[src/include/rpsl_pkg.sv]
package rpsl_pkg;
  // ------------------------------------------------------------
  // Data memory map
  // ------------------------------------------------------------
  localparam logic [11:0] RPSL_PIN0_OUT_ADDR = 12'hec1;
  localparam logic [11:0] RPSL_PIN2_OUT_ADDR = 12'hec3;
  localparam logic [11:0] RPSL_PIN1_OUT_ADDR = 12'hec7;
  // Input selector and control register addresses (not printed)
  localparam logic [11:0] RPSL_UART2_RX_SEL_ADDR = 12'hee4;
  localparam logic [11:0] RPSL_CTRL_ADDR = 12'heff;
  localparam logic [11:0] RPSL_KEY_ADDR = 12'hfa7;
  // Bank that holds the remap registers
  localparam logic [3:0] RPSL_REMAP_BANK = 4'he;
  // ------------------------------------------------------------
  // Field layout and values
  // ------------------------------------------------------------
  localparam int RPSL_FUNC_W = 5;
  localparam int RPSL_PIN_W = 5;
  localparam int RPSL_LOCK_BIT = 0;
  localparam logic [7:0] RPSL_KEY_FIRST = 8'h55;
  localparam logic [7:0] RPSL_KEY_SECOND = 8'haa;
  localparam logic [4:0] RPSL_FUNC_UART2_TX = 5'h06;
  localparam logic [4:0] RPSL_RESET_CODE = 5'h00;
  localparam logic [4:0] RPSL_RX_PIN_RESET = 5'h1f;
  // Key sequencer states, one-hot
  typedef enum logic [2:0] {
    RPSL_KEY_IDLE = 3'b001,
    RPSL_KEY_HALF = 3'b010,
    RPSL_KEY_OPEN = 3'b100
  } rpsl_key_type;
endpackage

[src/logic/rpsl_sel_mem.sv]
`timescale 1ns/1ps
// Small register bank of function codes with a registered read port
module rpsl_sel_mem (
  input wire logic CLK,
  input wire logic ARST_N,
  input wire logic we,
  input wire logic [1:0] waddr,
  input wire logic [4:0] wdata,
  input wire logic [1:0] raddr,
  output logic [4:0] rdata,
  output logic [4:0] code0,
  output logic [4:0] code1,
  output logic [4:0] code2
);
  import rpsl_pkg::*;
  // ------------------------------------------------------------
  // State
  // ------------------------------------------------------------
  typedef struct packed {
    logic [2:0][4:0] mem_reg;
    logic [4:0] rd_reg;
  } rpsl_mem_type;
  rpsl_mem_type s_reg;
  rpsl_mem_type s_next;
  // Next state: write port and registered read
  always_comb begin
    s_next = s_reg;
    if (we && waddr != 2'd3) begin
      s_next.mem_reg[waddr] = wdata;
    end
    s_next.rd_reg = (raddr == 2'd3) ? 5'h00 : s_reg.mem_reg[raddr];
  end
  // Registers
  always_ff @(posedge CLK or negedge ARST_N) begin
    if (!ARST_N) begin
      s_reg <= '0;
    end else begin
      s_reg <= s_next;
    end
  end
  assign rdata = s_reg.rd_reg;
  assign code0 = s_reg.mem_reg[0];
  assign code1 = s_reg.mem_reg[1];
  assign code2 = s_reg.mem_reg[2];
endmodule

[src/logic/rpsl_top.sv]
`timescale 1ns/1ps
// Operation
// Remap registers writable only while unlocked
// Lock bit clears on any reset
// One-way config keeps lock set until reset
// Software unlocks with 0x55 then 0xAA keys
// Low five bits hold output function code
// Upper three bits read as zero
// Input selector holds pin; 0 routes pin0
// Code 0x06 on pin1 drives UART2 TX
// Registers live in bank 14, banked access
// Remapping never enables the peripheral
// Remapping never overrides analog pin setting
// Key writes must be on consecutive writes
module rpsl_top (
  input wire logic CLK,
  input wire logic ARST_N,
  input wire logic [11:0] ADDR,
  input wire logic WR_EN,
  input wire logic RD_EN,
  input wire logic [7:0] WDATA,
  output logic [7:0] RDATA,
  input wire logic ONE_WAY_LOCK_CONFIG,
  input wire logic [2:0] PIN_IN,
  input wire logic [2:0] PIN_ANALOG,
  input wire logic UART2_TX,
  output logic [2:0] PIN_OUT,
  output logic [2:0] PIN_OUT_VALID,
  output logic UART2_RX,
  output logic REMAP_LOCK_BIT,
  output logic [4:0] PIN0_FUNCTION_CODE,
  output logic [4:0] PIN1_FUNCTION_CODE,
  output logic [4:0] PIN2_FUNCTION_CODE
);
  import rpsl_pkg::*;
  // ------------------------------------------------------------
  // Helpers
  // ------------------------------------------------------------
  // Maps an output select address to its storage slot, 3 if none
  function automatic logic [1:0] slot_of(input logic [11:0] a);
    unique case (a)
      RPSL_PIN0_OUT_ADDR: slot_of = 2'd0;
      RPSL_PIN1_OUT_ADDR: slot_of = 2'd1;
      RPSL_PIN2_OUT_ADDR: slot_of = 2'd2;
      default: slot_of = 2'd3;
    endcase
  endfunction
  // True when the address sits in the remap bank
  function automatic logic in_bank(input logic [11:0] a);
    in_bank = (a[11:8] == RPSL_REMAP_BANK);
  endfunction
  // ------------------------------------------------------------
  // State
  // ------------------------------------------------------------
  typedef struct packed {
    rpsl_key_type key;      // Key sequencer
    logic lock;             // Write protect for remap registers
    logic [4:0] rx_pin;     // Pin feeding the UART2 receiver
    logic [7:0] rdata;      // Registered read data
    logic [1:0] rsel;       // Source of read data
  } rpsl_state_type;
  rpsl_state_type s_reg;
  rpsl_state_type s_next;
  logic [1:0] wslot;
  logic mem_we;
  logic [4:0] mem_rdata;
  logic [4:0] code [3];
  logic remap_wr;
  assign wslot = slot_of(ADDR);
  // Remap writes pass only while unlocked, in bank 14
  assign remap_wr = WR_EN && !s_reg.lock && in_bank(ADDR);
  assign mem_we = remap_wr && wslot != 2'd3;
  // ------------------------------------------------------------
  // Function code storage
  // ------------------------------------------------------------
  rpsl_sel_mem u_mem (
    .CLK(CLK),
    .ARST_N(ARST_N),
    .we(mem_we),
    .waddr(wslot),
    .wdata(WDATA[4:0]),
    .raddr(wslot),
    .rdata(mem_rdata),
    .code0(code[0]),
    .code1(code[1]),
    .code2(code[2])
  );
  // Next state: key sequence, lock, input selector, reads
  always_comb begin
    s_next = s_reg;
    s_next.rsel = 2'd0;
    s_next.rdata = 8'h00;
    // Key sequence, any other write aborts it
    if (WR_EN) begin
      unique case (s_reg.key)
        RPSL_KEY_IDLE: begin
          if (ADDR == RPSL_KEY_ADDR && WDATA == RPSL_KEY_FIRST) begin
            s_next.key = RPSL_KEY_HALF;
          end
        end
        RPSL_KEY_HALF: begin
          if (ADDR == RPSL_KEY_ADDR && WDATA == RPSL_KEY_SECOND) begin
            s_next.key = RPSL_KEY_OPEN;
          end else begin
            s_next.key = RPSL_KEY_IDLE;
          end
        end
        RPSL_KEY_OPEN: begin
          s_next.key = RPSL_KEY_IDLE;
          if (ADDR == RPSL_CTRL_ADDR) begin
            // Set always allowed; clear blocked by one-way mode
            if (WDATA[RPSL_LOCK_BIT]) begin
              s_next.lock = 1'b1;
            end else if (!ONE_WAY_LOCK_CONFIG) begin
              s_next.lock = 1'b0;
            end
          end
        end
        default: s_next.key = RPSL_KEY_IDLE;
      endcase
    end
    // Input selector
    if (remap_wr && ADDR == RPSL_UART2_RX_SEL_ADDR) begin
      s_next.rx_pin = WDATA[4:0];
    end
    // Read source
    if (RD_EN) begin
      if (ADDR == RPSL_CTRL_ADDR) begin
        s_next.rdata = {7'h00, s_reg.lock};
      end else if (ADDR == RPSL_UART2_RX_SEL_ADDR) begin
        s_next.rdata = {3'h0, s_reg.rx_pin};
      end else if (wslot != 2'd3) begin
        s_next.rsel = 2'd1;
      end
    end
  end
  // Registers; lock clears on reset
  always_ff @(posedge CLK or negedge ARST_N) begin
    if (!ARST_N) begin
      s_reg.key <= RPSL_KEY_IDLE;
      s_reg.lock <= 1'b0;
      s_reg.rx_pin <= RPSL_RX_PIN_RESET;
      s_reg.rdata <= 8'h00;
      s_reg.rsel <= 2'd0;
    end else begin
      s_reg <= s_next;
    end
  end
  // Read data, unimplemented bits zero
  always_comb begin
    RDATA = s_reg.rdata;
    if (s_reg.rsel == 2'd1) begin
      RDATA = {3'h0, mem_rdata};
    end
  end
  // ------------------------------------------------------------
  // Pin routing
  // ------------------------------------------------------------
  // Only routing; peripheral enables and analog setup stay elsewhere
  always_comb begin
    for (int i = 0; i < 3; i++) begin
      PIN_OUT[i] = (code[i] == RPSL_FUNC_UART2_TX) && UART2_TX;
      PIN_OUT_VALID[i] = (code[i] != RPSL_RESET_CODE);
    end
  end
  // Analog pins read low and are not turned digital
  always_comb begin
    UART2_RX = 1'b1;
    if (s_reg.rx_pin < 5'd3) begin
      UART2_RX = PIN_IN[s_reg.rx_pin[1:0]] &&
                 !PIN_ANALOG[s_reg.rx_pin[1:0]];
    end
  end
  assign REMAP_LOCK_BIT = s_reg.lock;
  assign PIN0_FUNCTION_CODE = code[0];
  assign PIN1_FUNCTION_CODE = code[1];
  assign PIN2_FUNCTION_CODE = code[2];
endmodule

[config.mk]
export PLATFORM = sky130hd
export DESIGN_NAME = rpsl_top
export DESIGN_NICKNAME = d
export VERILOG_FILES = /design/src/include/rpsl_pkg.sv /design/src/logic/rpsl_sel_mem.sv /design/src/logic/rpsl_top.sv
export SDC_FILE = /design/constraint.sdc
export NUM_CORES = 1
export LEC_CHECK = 0
export BUFFER_PORTS_ARGS = -buffer_cell sky130_fd_sc_hd__buf_2
export CORE_UTILIZATION = 25
export DETAILED_ROUTE_END_ITERATION = 12
export PLACE_DENSITY = 0.53
export REMOVE_ABC_BUFFERS = 1
export SLEW_MARGIN = 30
export SYNTH_ARGS = -nofsm -noshare
export SYNTH_HDL_FRONTEND = slang
export SYNTH_SLANG_ARGS = --single-unit
[constraint.sdc]
create_clock -name CLK -period 3.6 [get_ports CLK]
set_clock_uncertainty 0.2 [all_clocks]
set_input_delay 0.54 -clock CLK [delete_from_list [all_inputs] [get_ports CLK]]
set_output_delay 0.54 -clock CLK [all_outputs]
set_load 0.1 [all_outputs]
==> out/qor.yml, run 1 <==
status: "finished clean"
areaGrowthSynthToFinish_pct: 28.4
cp.required_ns: 2.86
grt_pass1_vias: 1398
async_reset_ff_share_pct: 100
drt_first_iter_violations: 96
ys_top_cells_by_area: "dfrtp_1 (41%), mux2_2 (16%), dfstp_2 (8.8%), mux2i_1 (2.8%), nor3_1 (2.2%)"
routed_wl_microns: 4610
yosys.cell_count.top_type: "dfrtp_1"
rsz0062_at_grt: "no"
synthFlopType: "dfrtp_1"
crit_family: "simple AND/OR/NAND/NOR gates"
ir_drop_mv: 0.174
clock_path_buffers: 2
path_clk_slew_ns: 0.07
drive_above_1_share_pct: 45.5
n_fill_cell: 714
die_area_sq_um: 7480
grt_max_degree: 36
fmax_mhz: 419
yosysUniqueCellTypes: 38
seq_area_frac_synth_pct: 49.5
period_minus_slack_ns: 2.39
synth_edf_count: 0
synth_commonest_cells: "dfrtp_1 (29), mux2_2 (25), nor2_1 (10), nor3_1 (8), nand2_1 (7)"
cap_violations: 0
die_h_microns: 86.5
worst_pin_slew_ns: 0.758
regToRegStartpoint: "REMAP_LOCK_BIT"
final-max-slew-violation-count: 0
cts_resized: 0
drt-vias-per-instance: 4.62
cts_root_buf: "clkbuf_8"
worst_path_max_delay_cell: "dfrtp_1"
cts_sinks: 35
final_hold_viol_count: 0
leakagePower_nw: 1.15
critical_path.max_stage_delay_ns: 0.42
clkPwrFrac_pct: 42.2
grt_usage_pct: 13.5
htreeDepth: 2
grt_busiest_layer: "met2"
ant_nets: 0
startpoint_type: "flop"
place_hpwl_microns: 3590
power_density_nw_per_um2: 357
largest_reg_flops: 14
path_cells: "nor3_1 > and4_1 > buf_2"
initial_core_util_pct: 26.1
path_buf_inv: 1
tns_ns: 0
avgRoutedWirePerCell_microns: 14.5
die_w_microns: 86.5
core_area_sq_um: 6830
grt_pass1_wl_microns: 7490
ctsHoldBuffers: 0
overflow: 0
pwr-share-seq_pct: 48.8
power_mw: 0.817
grt_use_met3_pct: 4.67
min_path_type: "input pin to async pin"
reg2reg_slack_ns: 1.54
p_sw_mw: 0.193
arrival_ns: 1.65
met1_usage_pct: 19.0
gp_congestion: 0.742
antenna_found_initial: 0
num_io_pins: 63
rr_worst_depth: 4
critPathMaxFanout: 4
utilization_pct: 33.6
internal_power_mw: 0.624
r2r_end: "u_mem.code0[0]"
end_kind: "primary output"
yosys_warnings: 0
max_slew_margin_pct: 49.1
critPathLaunch: "u_mem.code0[3]"
drc: 0
swShare_pct: 23.7
dr_total_vias: 1466
cts_tree: "done"
first_pass_iters: 4
cts_buffers: 5
synth_area_sq_um: 1790
syn_avg_cell_area_sq_um: 11.4
setup_violations: 0
grt_util_met2_pct: 19.6
syn_inst: 156
nNetsFinal: 251
std_cell_rows: 30
synth-seq-cells: 35
portBuffers: 59
postCtsSetupRepairBufs: 0
synth_largest_area_cell: "dfrtp_1"
insertion_delay_ns: 0.28
synth.top_cell.area_share_pct: 40.6
p_comb_share_pct: 9.0
crit_type: "flop to primary output"
finalCritPeriodShare_pct: 66.4
## stage by stage
| step | instances | hold slack, ns | setup WS, ns | instance area [sq um] |
|---|---|---|---|---|
| global placement | 308 | 0.312 | 1.17 | 2180 |
| global route | 316 | 0.178 | 1.04 | 2290 |
| CTS | 316 | 0.145 | 1.18 | 2290 |
| finish | 317 | 0.114 | 1.21 | 2290 |
| detailed placement | 308 | 0.312 | 1.16 | 2180 |
| floorplan | 153 | 0.0444 | 0.940 | 1760 |
## layout by cell type (no fill, tap or decap), drive strengths merged, types with 4 or more instances in the layout
cell,n
a211oi,5
and2,5
and4,4
buf,59
clkbuf,5
dfrtp,29
dfstp,6
mux2,25
mux2i,5
nand2,7
nand2b,4
nand3,4
nor2,10
nor3,8
nor4,4
## area by class of cell
type	count	area (sq um)	area share (%)
clock buffers	5	68.8	3.00
well taps	96	120	5.24
inverters	3	11.3	0.491
diodes	1	2.50	0.109
clock inverters	3	43.8	1.91
multi-input cells	115	867	37.8
repair buffers	59	295	12.9
flip-flops and latches	35	883	38.5
## power groups by stage
stage / combinational [mW] / sequential (mW) / clock [mW]
floorplan: 0.0340 / 0.405 / 0
global placement: 0.0740 / 0.406 / 0
detailed placement: 0.0742 / 0.406 / 0
CTS: 0.0744 / 0.398 / 0.356
global route: 0.0807 / 0.399 / 0.377
finish: 0.0736 / 0.399 / 0.345
## kinds of logic (layout without fill, tap and decap cells)
logic type             after synthesis  in the layout  share of synthesized area, %
AOI/OAI and AO/OA                   15             15                          5.89
buffers and inverters                8             70                          2.38
DFF                                 35             35                          49.5
muxes                               30             30                          18.6
other                                1              4                         0.210
and+or+nand+nor                     67             67                          23.5
## worst max path at each step
stage                           endpoint  slack, ns  cells after the start
after detailed placement  u_mem.code0[1]       1.16                      5
after CTS                     PIN_OUT[1]       1.18                      3
final                         PIN_OUT[0]       1.21                      3
after global placement    u_mem.code0[3]       1.17                      5
after floorplan               PIN_OUT[0]       0.94                      2
after global routing          PIN_OUT[0]       1.04                      3
## metal layers
layer | wire [microns] | vias up
li1 | - | 712
met1 | 2230 | 700
met2 | 2010 | 50
met3 | 327 | 4
met4 | 44 | 0
met5 | 0 | -
Note: power is estimated with default switching activity, not from simulation.
==> run 2, diff against run 1 <==
==> constraint.sdc (replaced) <==
create_clock -name CLK -period 2.2 [get_ports CLK]
set_clock_uncertainty 0.2 [all_clocks]
set_input_delay 0.33 -clock CLK [delete_from_list [all_inputs] [get_ports CLK]]
set_output_delay 0.33 -clock CLK [all_outputs]
set_load 0.1 [all_outputs]
==> out/qor.yml, run 2 (same netlist as run 1, synthesis figures left out) <==
status: "finished clean"
grt_pass1_wl_microns: 7880
finalCritPeriodShare_pct: 95.0
critical_path.max_stage_delay_ns: 0.41
regToRegStartpoint: "REMAP_LOCK_BIT"
power_density_nw_per_um2: 592
avgRoutedWirePerCell_microns: 15.0
ir_drop_mv: 0.212
leakagePower_nw: 1.18
antenna_found_initial: 0
die_h_microns: 86.5
postCtsSetupRepairBufs: 0
nNetsFinal: 257
final_cell_mix: "buf_2 (56), dfrtp_1 (29), mux2_2 (25), nor2_1 (10), nor3_1 (8)"
gp_congestion: 0.796
setup_ws_ns: 0.110
cts_tree: "done"
routed_wl_microns: 4840
place_hpwl_microns: 3740
initial_core_util_pct: 26.1
die_w_microns: 86.5
final_common_cell: "buf_2"
dp_slack_ns: 0.142
arrival_ns: 1.56
core_area_sq_um: 6830
n_fill_cell: 745
period_minus_slack_ns: 2.09
path_cells: "nor3_1 > and4_1 > clkbuf_4"
insertion_delay_ns: 0.29
drt_first_iter_violations: 48
areaGrowthSynthToFinish_pct: 32.5
grt_max_degree: 36
crit_type: "flop to primary output"
worst_pin_slew_ns: 0.782
cap_violations: 0
final-max-slew-violation-count: 0
std_cell_rows: 30
grt_pass1_vias: 1455
grt_usage_pct: 14.4
drt-vias-per-instance: 4.62
cts_root_buf: "clkbuf_8"
drive_above_1_share_pct: 46.5
diodes: 0
fin_hold_ws_ns: 0.104
setup_violations: 0
critPathMaxFanout: 4
power_mw: 1.40
fmax_mhz: 479
utilization_pct: 34.6
drc: 0
rsz0062_at_grt: "no"
path_clk_slew_ns: 0.07
startpoint_type: "flop"
worst_path_max_delay_cell: "dfrtp_1"
cts_buffers: 5
num_io_pins: 63
max_slew_margin_pct: 47.9
ant_nets: 0
overflow: 0
die_area_sq_um: 7480
largest_reg_flops: 14
min_path_type: "input pin to flop"
htreeDepth: 2
final_hold_viol_count: 0
cp.required_ns: 1.67
portBuffers: 59
first_pass_iters: 4
dr_total_vias: 1487
min_from: "ONE_WAY_LOCK_CONFIG"
clock_path_buffers: 2
end_kind: "primary output"
cts_sinks: 35
critPathLaunch: "u_mem.code1[3]"
==> run 2: worst max-delay path: cells and delay by family, from the launching register on <==
family | cells | cell delay, ns
buffers and inverters | 1 | 0.33
DFF | 1 | 0.41
and+or+nand+nor | 2 | 0.53
==> run 2: repair_timing <==
action / 4_1_cts / 5_1_grt
gates resized for setup: 1 / 1
endpoints found under the setup margin: 1 / 1
hold buffers: 1 / 0
endpoints found under the hold margin: 29 / 0
==> run 2: final timing paths <==
path,endpoint,slack (ns),depth (start not counted)
worst max-delay path,PIN_OUT[1],0.11,3
worst min-delay path,REMAP_LOCK_BIT,0.10,3
worst max register to register,u_mem.code1[1],0.42,4
worst min register to register,s_reg[16],0.33,2
max in group asynchronous,s_reg[17],0.84,2
min in group asynchronous,u_mem.code2[1],0.45,2
==> run 2: through the flow <==
| stage | std cells | instance area (sq um) | setup TNS [ns] |
|---|---|---|---|
| after floorplan | 153 | 1760 | -1.75 |
| after global placement | 313 | 2230 | 0 |
| after detailed placement | 313 | 2230 | 0 |
| after CTS | 322 | 2360 | 0 |
| after global routing | 322 | 2370 | 0 |
| final | 322 | 2370 | 0 |
==> run 2: final cells by class <==
class                      count  area [sq um]  area share (%)
clock buffer                   6          82.6            3.49
clock inverter                 2          38.8            1.64
inverter                       3          11.3           0.476
multi-input combinational    115           867            36.6
sequential                    35           883            37.3
tap                           96           120            5.08
timing repair buffer          65           363            15.3
==> run 2: routing by layer <==
metal,global-route usage (%),vias to the layer above,wire (microns)
met2,21.1,46,2110
met4,4.55,0,51
met1,20.5,714,2420
li1,-,721,-
met3,3.90,6,262
met5,0,-,0
==> run 2: power breakdown <==
part | switching, mW | internal [mW]
registers | 0.00436 | 0.648
logic | 0.0867 | 0.0399
clock network | 0.248 | 0.373
==> run 3, diff against run 2 <==
--- a/config.mk
+++ b/config.mk
@@ -9,6 +9,7 @@
 export CORE_UTILIZATION = 25
 export DETAILED_ROUTE_END_ITERATION = 12
 export PLACE_DENSITY = 0.53
+export RECOVER_POWER = 25
 export REMOVE_ABC_BUFFERS = 1
 export SLEW_MARGIN = 30
 export SYNTH_ARGS = -nofsm -noshare
==> out/qor.yml, run 3 (same netlist as run 1, synthesis figures left out) <==
final-max-slew-violation-count: 0
cts_sinks: 35
insertion_delay_ns: 0.29
grt_pass1_vias: 1455
finalCritPeriodShare_pct: 95.0
postCtsSetupRepairBufs: 0
tns_ns: 0
cp.required_ns: 1.67
std_cell_rows: 30
final_cell_mix: "buf_2 (54), dfrtp_1 (29), mux2_2 (25), nor2_1 (10), nor3_1 (8)"
crit_type: "flop to primary output"
areaGrowthSynthToFinish_pct: 32.4
n_fill_cell: 746
core_area_sq_um: 6830
initial_core_util_pct: 26.1
place_hpwl_microns: 3740
startpoint_type: "flop"
avgRoutedWirePerCell_microns: 15.0
end_kind: "primary output"
htreeDepth: 2
worst_path_max_delay_cell: "dfrtp_1"
grt_usage_pct: 14.4
fin_area_sq_um: 2360
final_hold_viol_count: 0
leakagePower_nw: 1.18
drt_first_iter_violations: 48
portBuffers: 59
path_clk_slew_ns: 0.07
routed_wl_microns: 4840
dr_total_vias: 1487
power_density_nw_per_um2: 592
drive_above_1_share_pct: 46.0
max_slew_margin_pct: 42.0
drt-vias-per-instance: 4.62
cts_tree: "done"
utilization_pct: 34.6
nNetsFinal: 257
regArea_sq_um: 883
power_mw: 1.40
antenna_found_initial: 0
fmax_mhz: 479
cts_root_buf: "clkbuf_8"
grt_pass1_wl_microns: 7880
arrival_ns: 1.56
ant_nets: 0
rsz0062_at_grt: "no"
num_io_pins: 63
path_buf_inv: 1
cap_violations: 0
worst_pin_slew_ns: 0.870
drc: 0
crit_family: "simple AND/OR/NAND/NOR gates"
first_pass_iters: 4
period_minus_slack_ns: 2.09
overflow: 0
clock_path_buffers: 2
cts_buffers: 5
gp_congestion: 0.796
ir_drop_mv: 0.212
status: "finished clean"
min_path_type: "input pin to flop"
diodes: 0
final_common_cell: "buf_2"
critPathMaxFanout: 4
path_cells: "nor3_1 > and4_1 > clkbuf_4"
grt_max_degree: 36
die_w_microns: 86.5
critical_path.max_stage_delay_ns: 0.41
setup_violations: 0
die_area_sq_um: 7480
die_h_microns: 86.5
multi_input_comb_area_sq_um: 867
largest_reg_flops: 14
dpl_cell_area_sq_um: 2230
fin_hold_ws_ns: 0.104
[run 3: cell count changes in the layout (fill, tap and decap cells not counted), sizes merged]
cell / change
clkbuf: +2
buf: -2
[run 3: timing repair]
| action | in CTS | in global routing |
|---|---|---|
| hold buffers | 1 | 0 |
| endpoints found under the hold margin | 29 | 0 |
| setup endpoints to repair | 1 | 1 |
| gates resized for setup | 1 | 1 |
| cloned | 0 | 0 |
[run 3: layout make-up]
cell class,instances,share of cell area (%)
Sequential cell,35,37.4
Multi-Input combinational cell,115,36.7
Timing Repair Buffer,65,15.3
Tap cell,96,5.08
Clock buffer,6,3.49
Clock inverter,2,1.64
Inverter,3,0.476
[run 3: power breakdown]
group	internal, mW	switching [mW]
combinational	0.0396	0.0868
sequential	0.648	0.00436
clock	0.373	0.248
[run 3: final timing paths]
path                                      from              to  slack (ns)  depth (start not counted)
min                        ONE_WAY_LOCK_CONFIG  REMAP_LOCK_BIT        0.10                          3
max in group asynchronous               ARST_N       s_reg[17]        0.77                          2
min reg2reg                          s_reg[16]       s_reg[16]        0.33                          2
max                             u_mem.code1[3]      PIN_OUT[1]        0.11                          3
min in group asynchronous               ARST_N  u_mem.code2[1]        0.48                          2
max reg2reg                     REMAP_LOCK_BIT  u_mem.code1[1]        0.42                          4
[run 3: per-stage QoR]
| stage | setup WS (ns) | instances |
|---|---|---|
| 2_1_floorplan | -0.250 | 153 |
| 3_3_place_gp | 0.166 | 313 |
| 3_5_place_dp | 0.142 | 313 |
| 4_1_cts | 0.0145 | 322 |
| 5_1_grt | 0.0124 | 322 |
| 6_report | 0.110 | 322 |
[run 3: per-layer routing]
metal | share of wire, % | global-route usage (%) | up-vias
met3 | 5.4 | 3.90 | 6
met1 | 50 | 20.5 | 714
met2 | 44 | 21.1 | 46
met5 | 0 | 0 | -
li1 | - | - | 721
met4 | 1.1 | 4.55 | 0
[run 3: tightest hold or removal path, stage by stage]
cell and delay [ns]:
buf_2 0.07, nor4_1 0.04, o2bb2ai_1 0.12
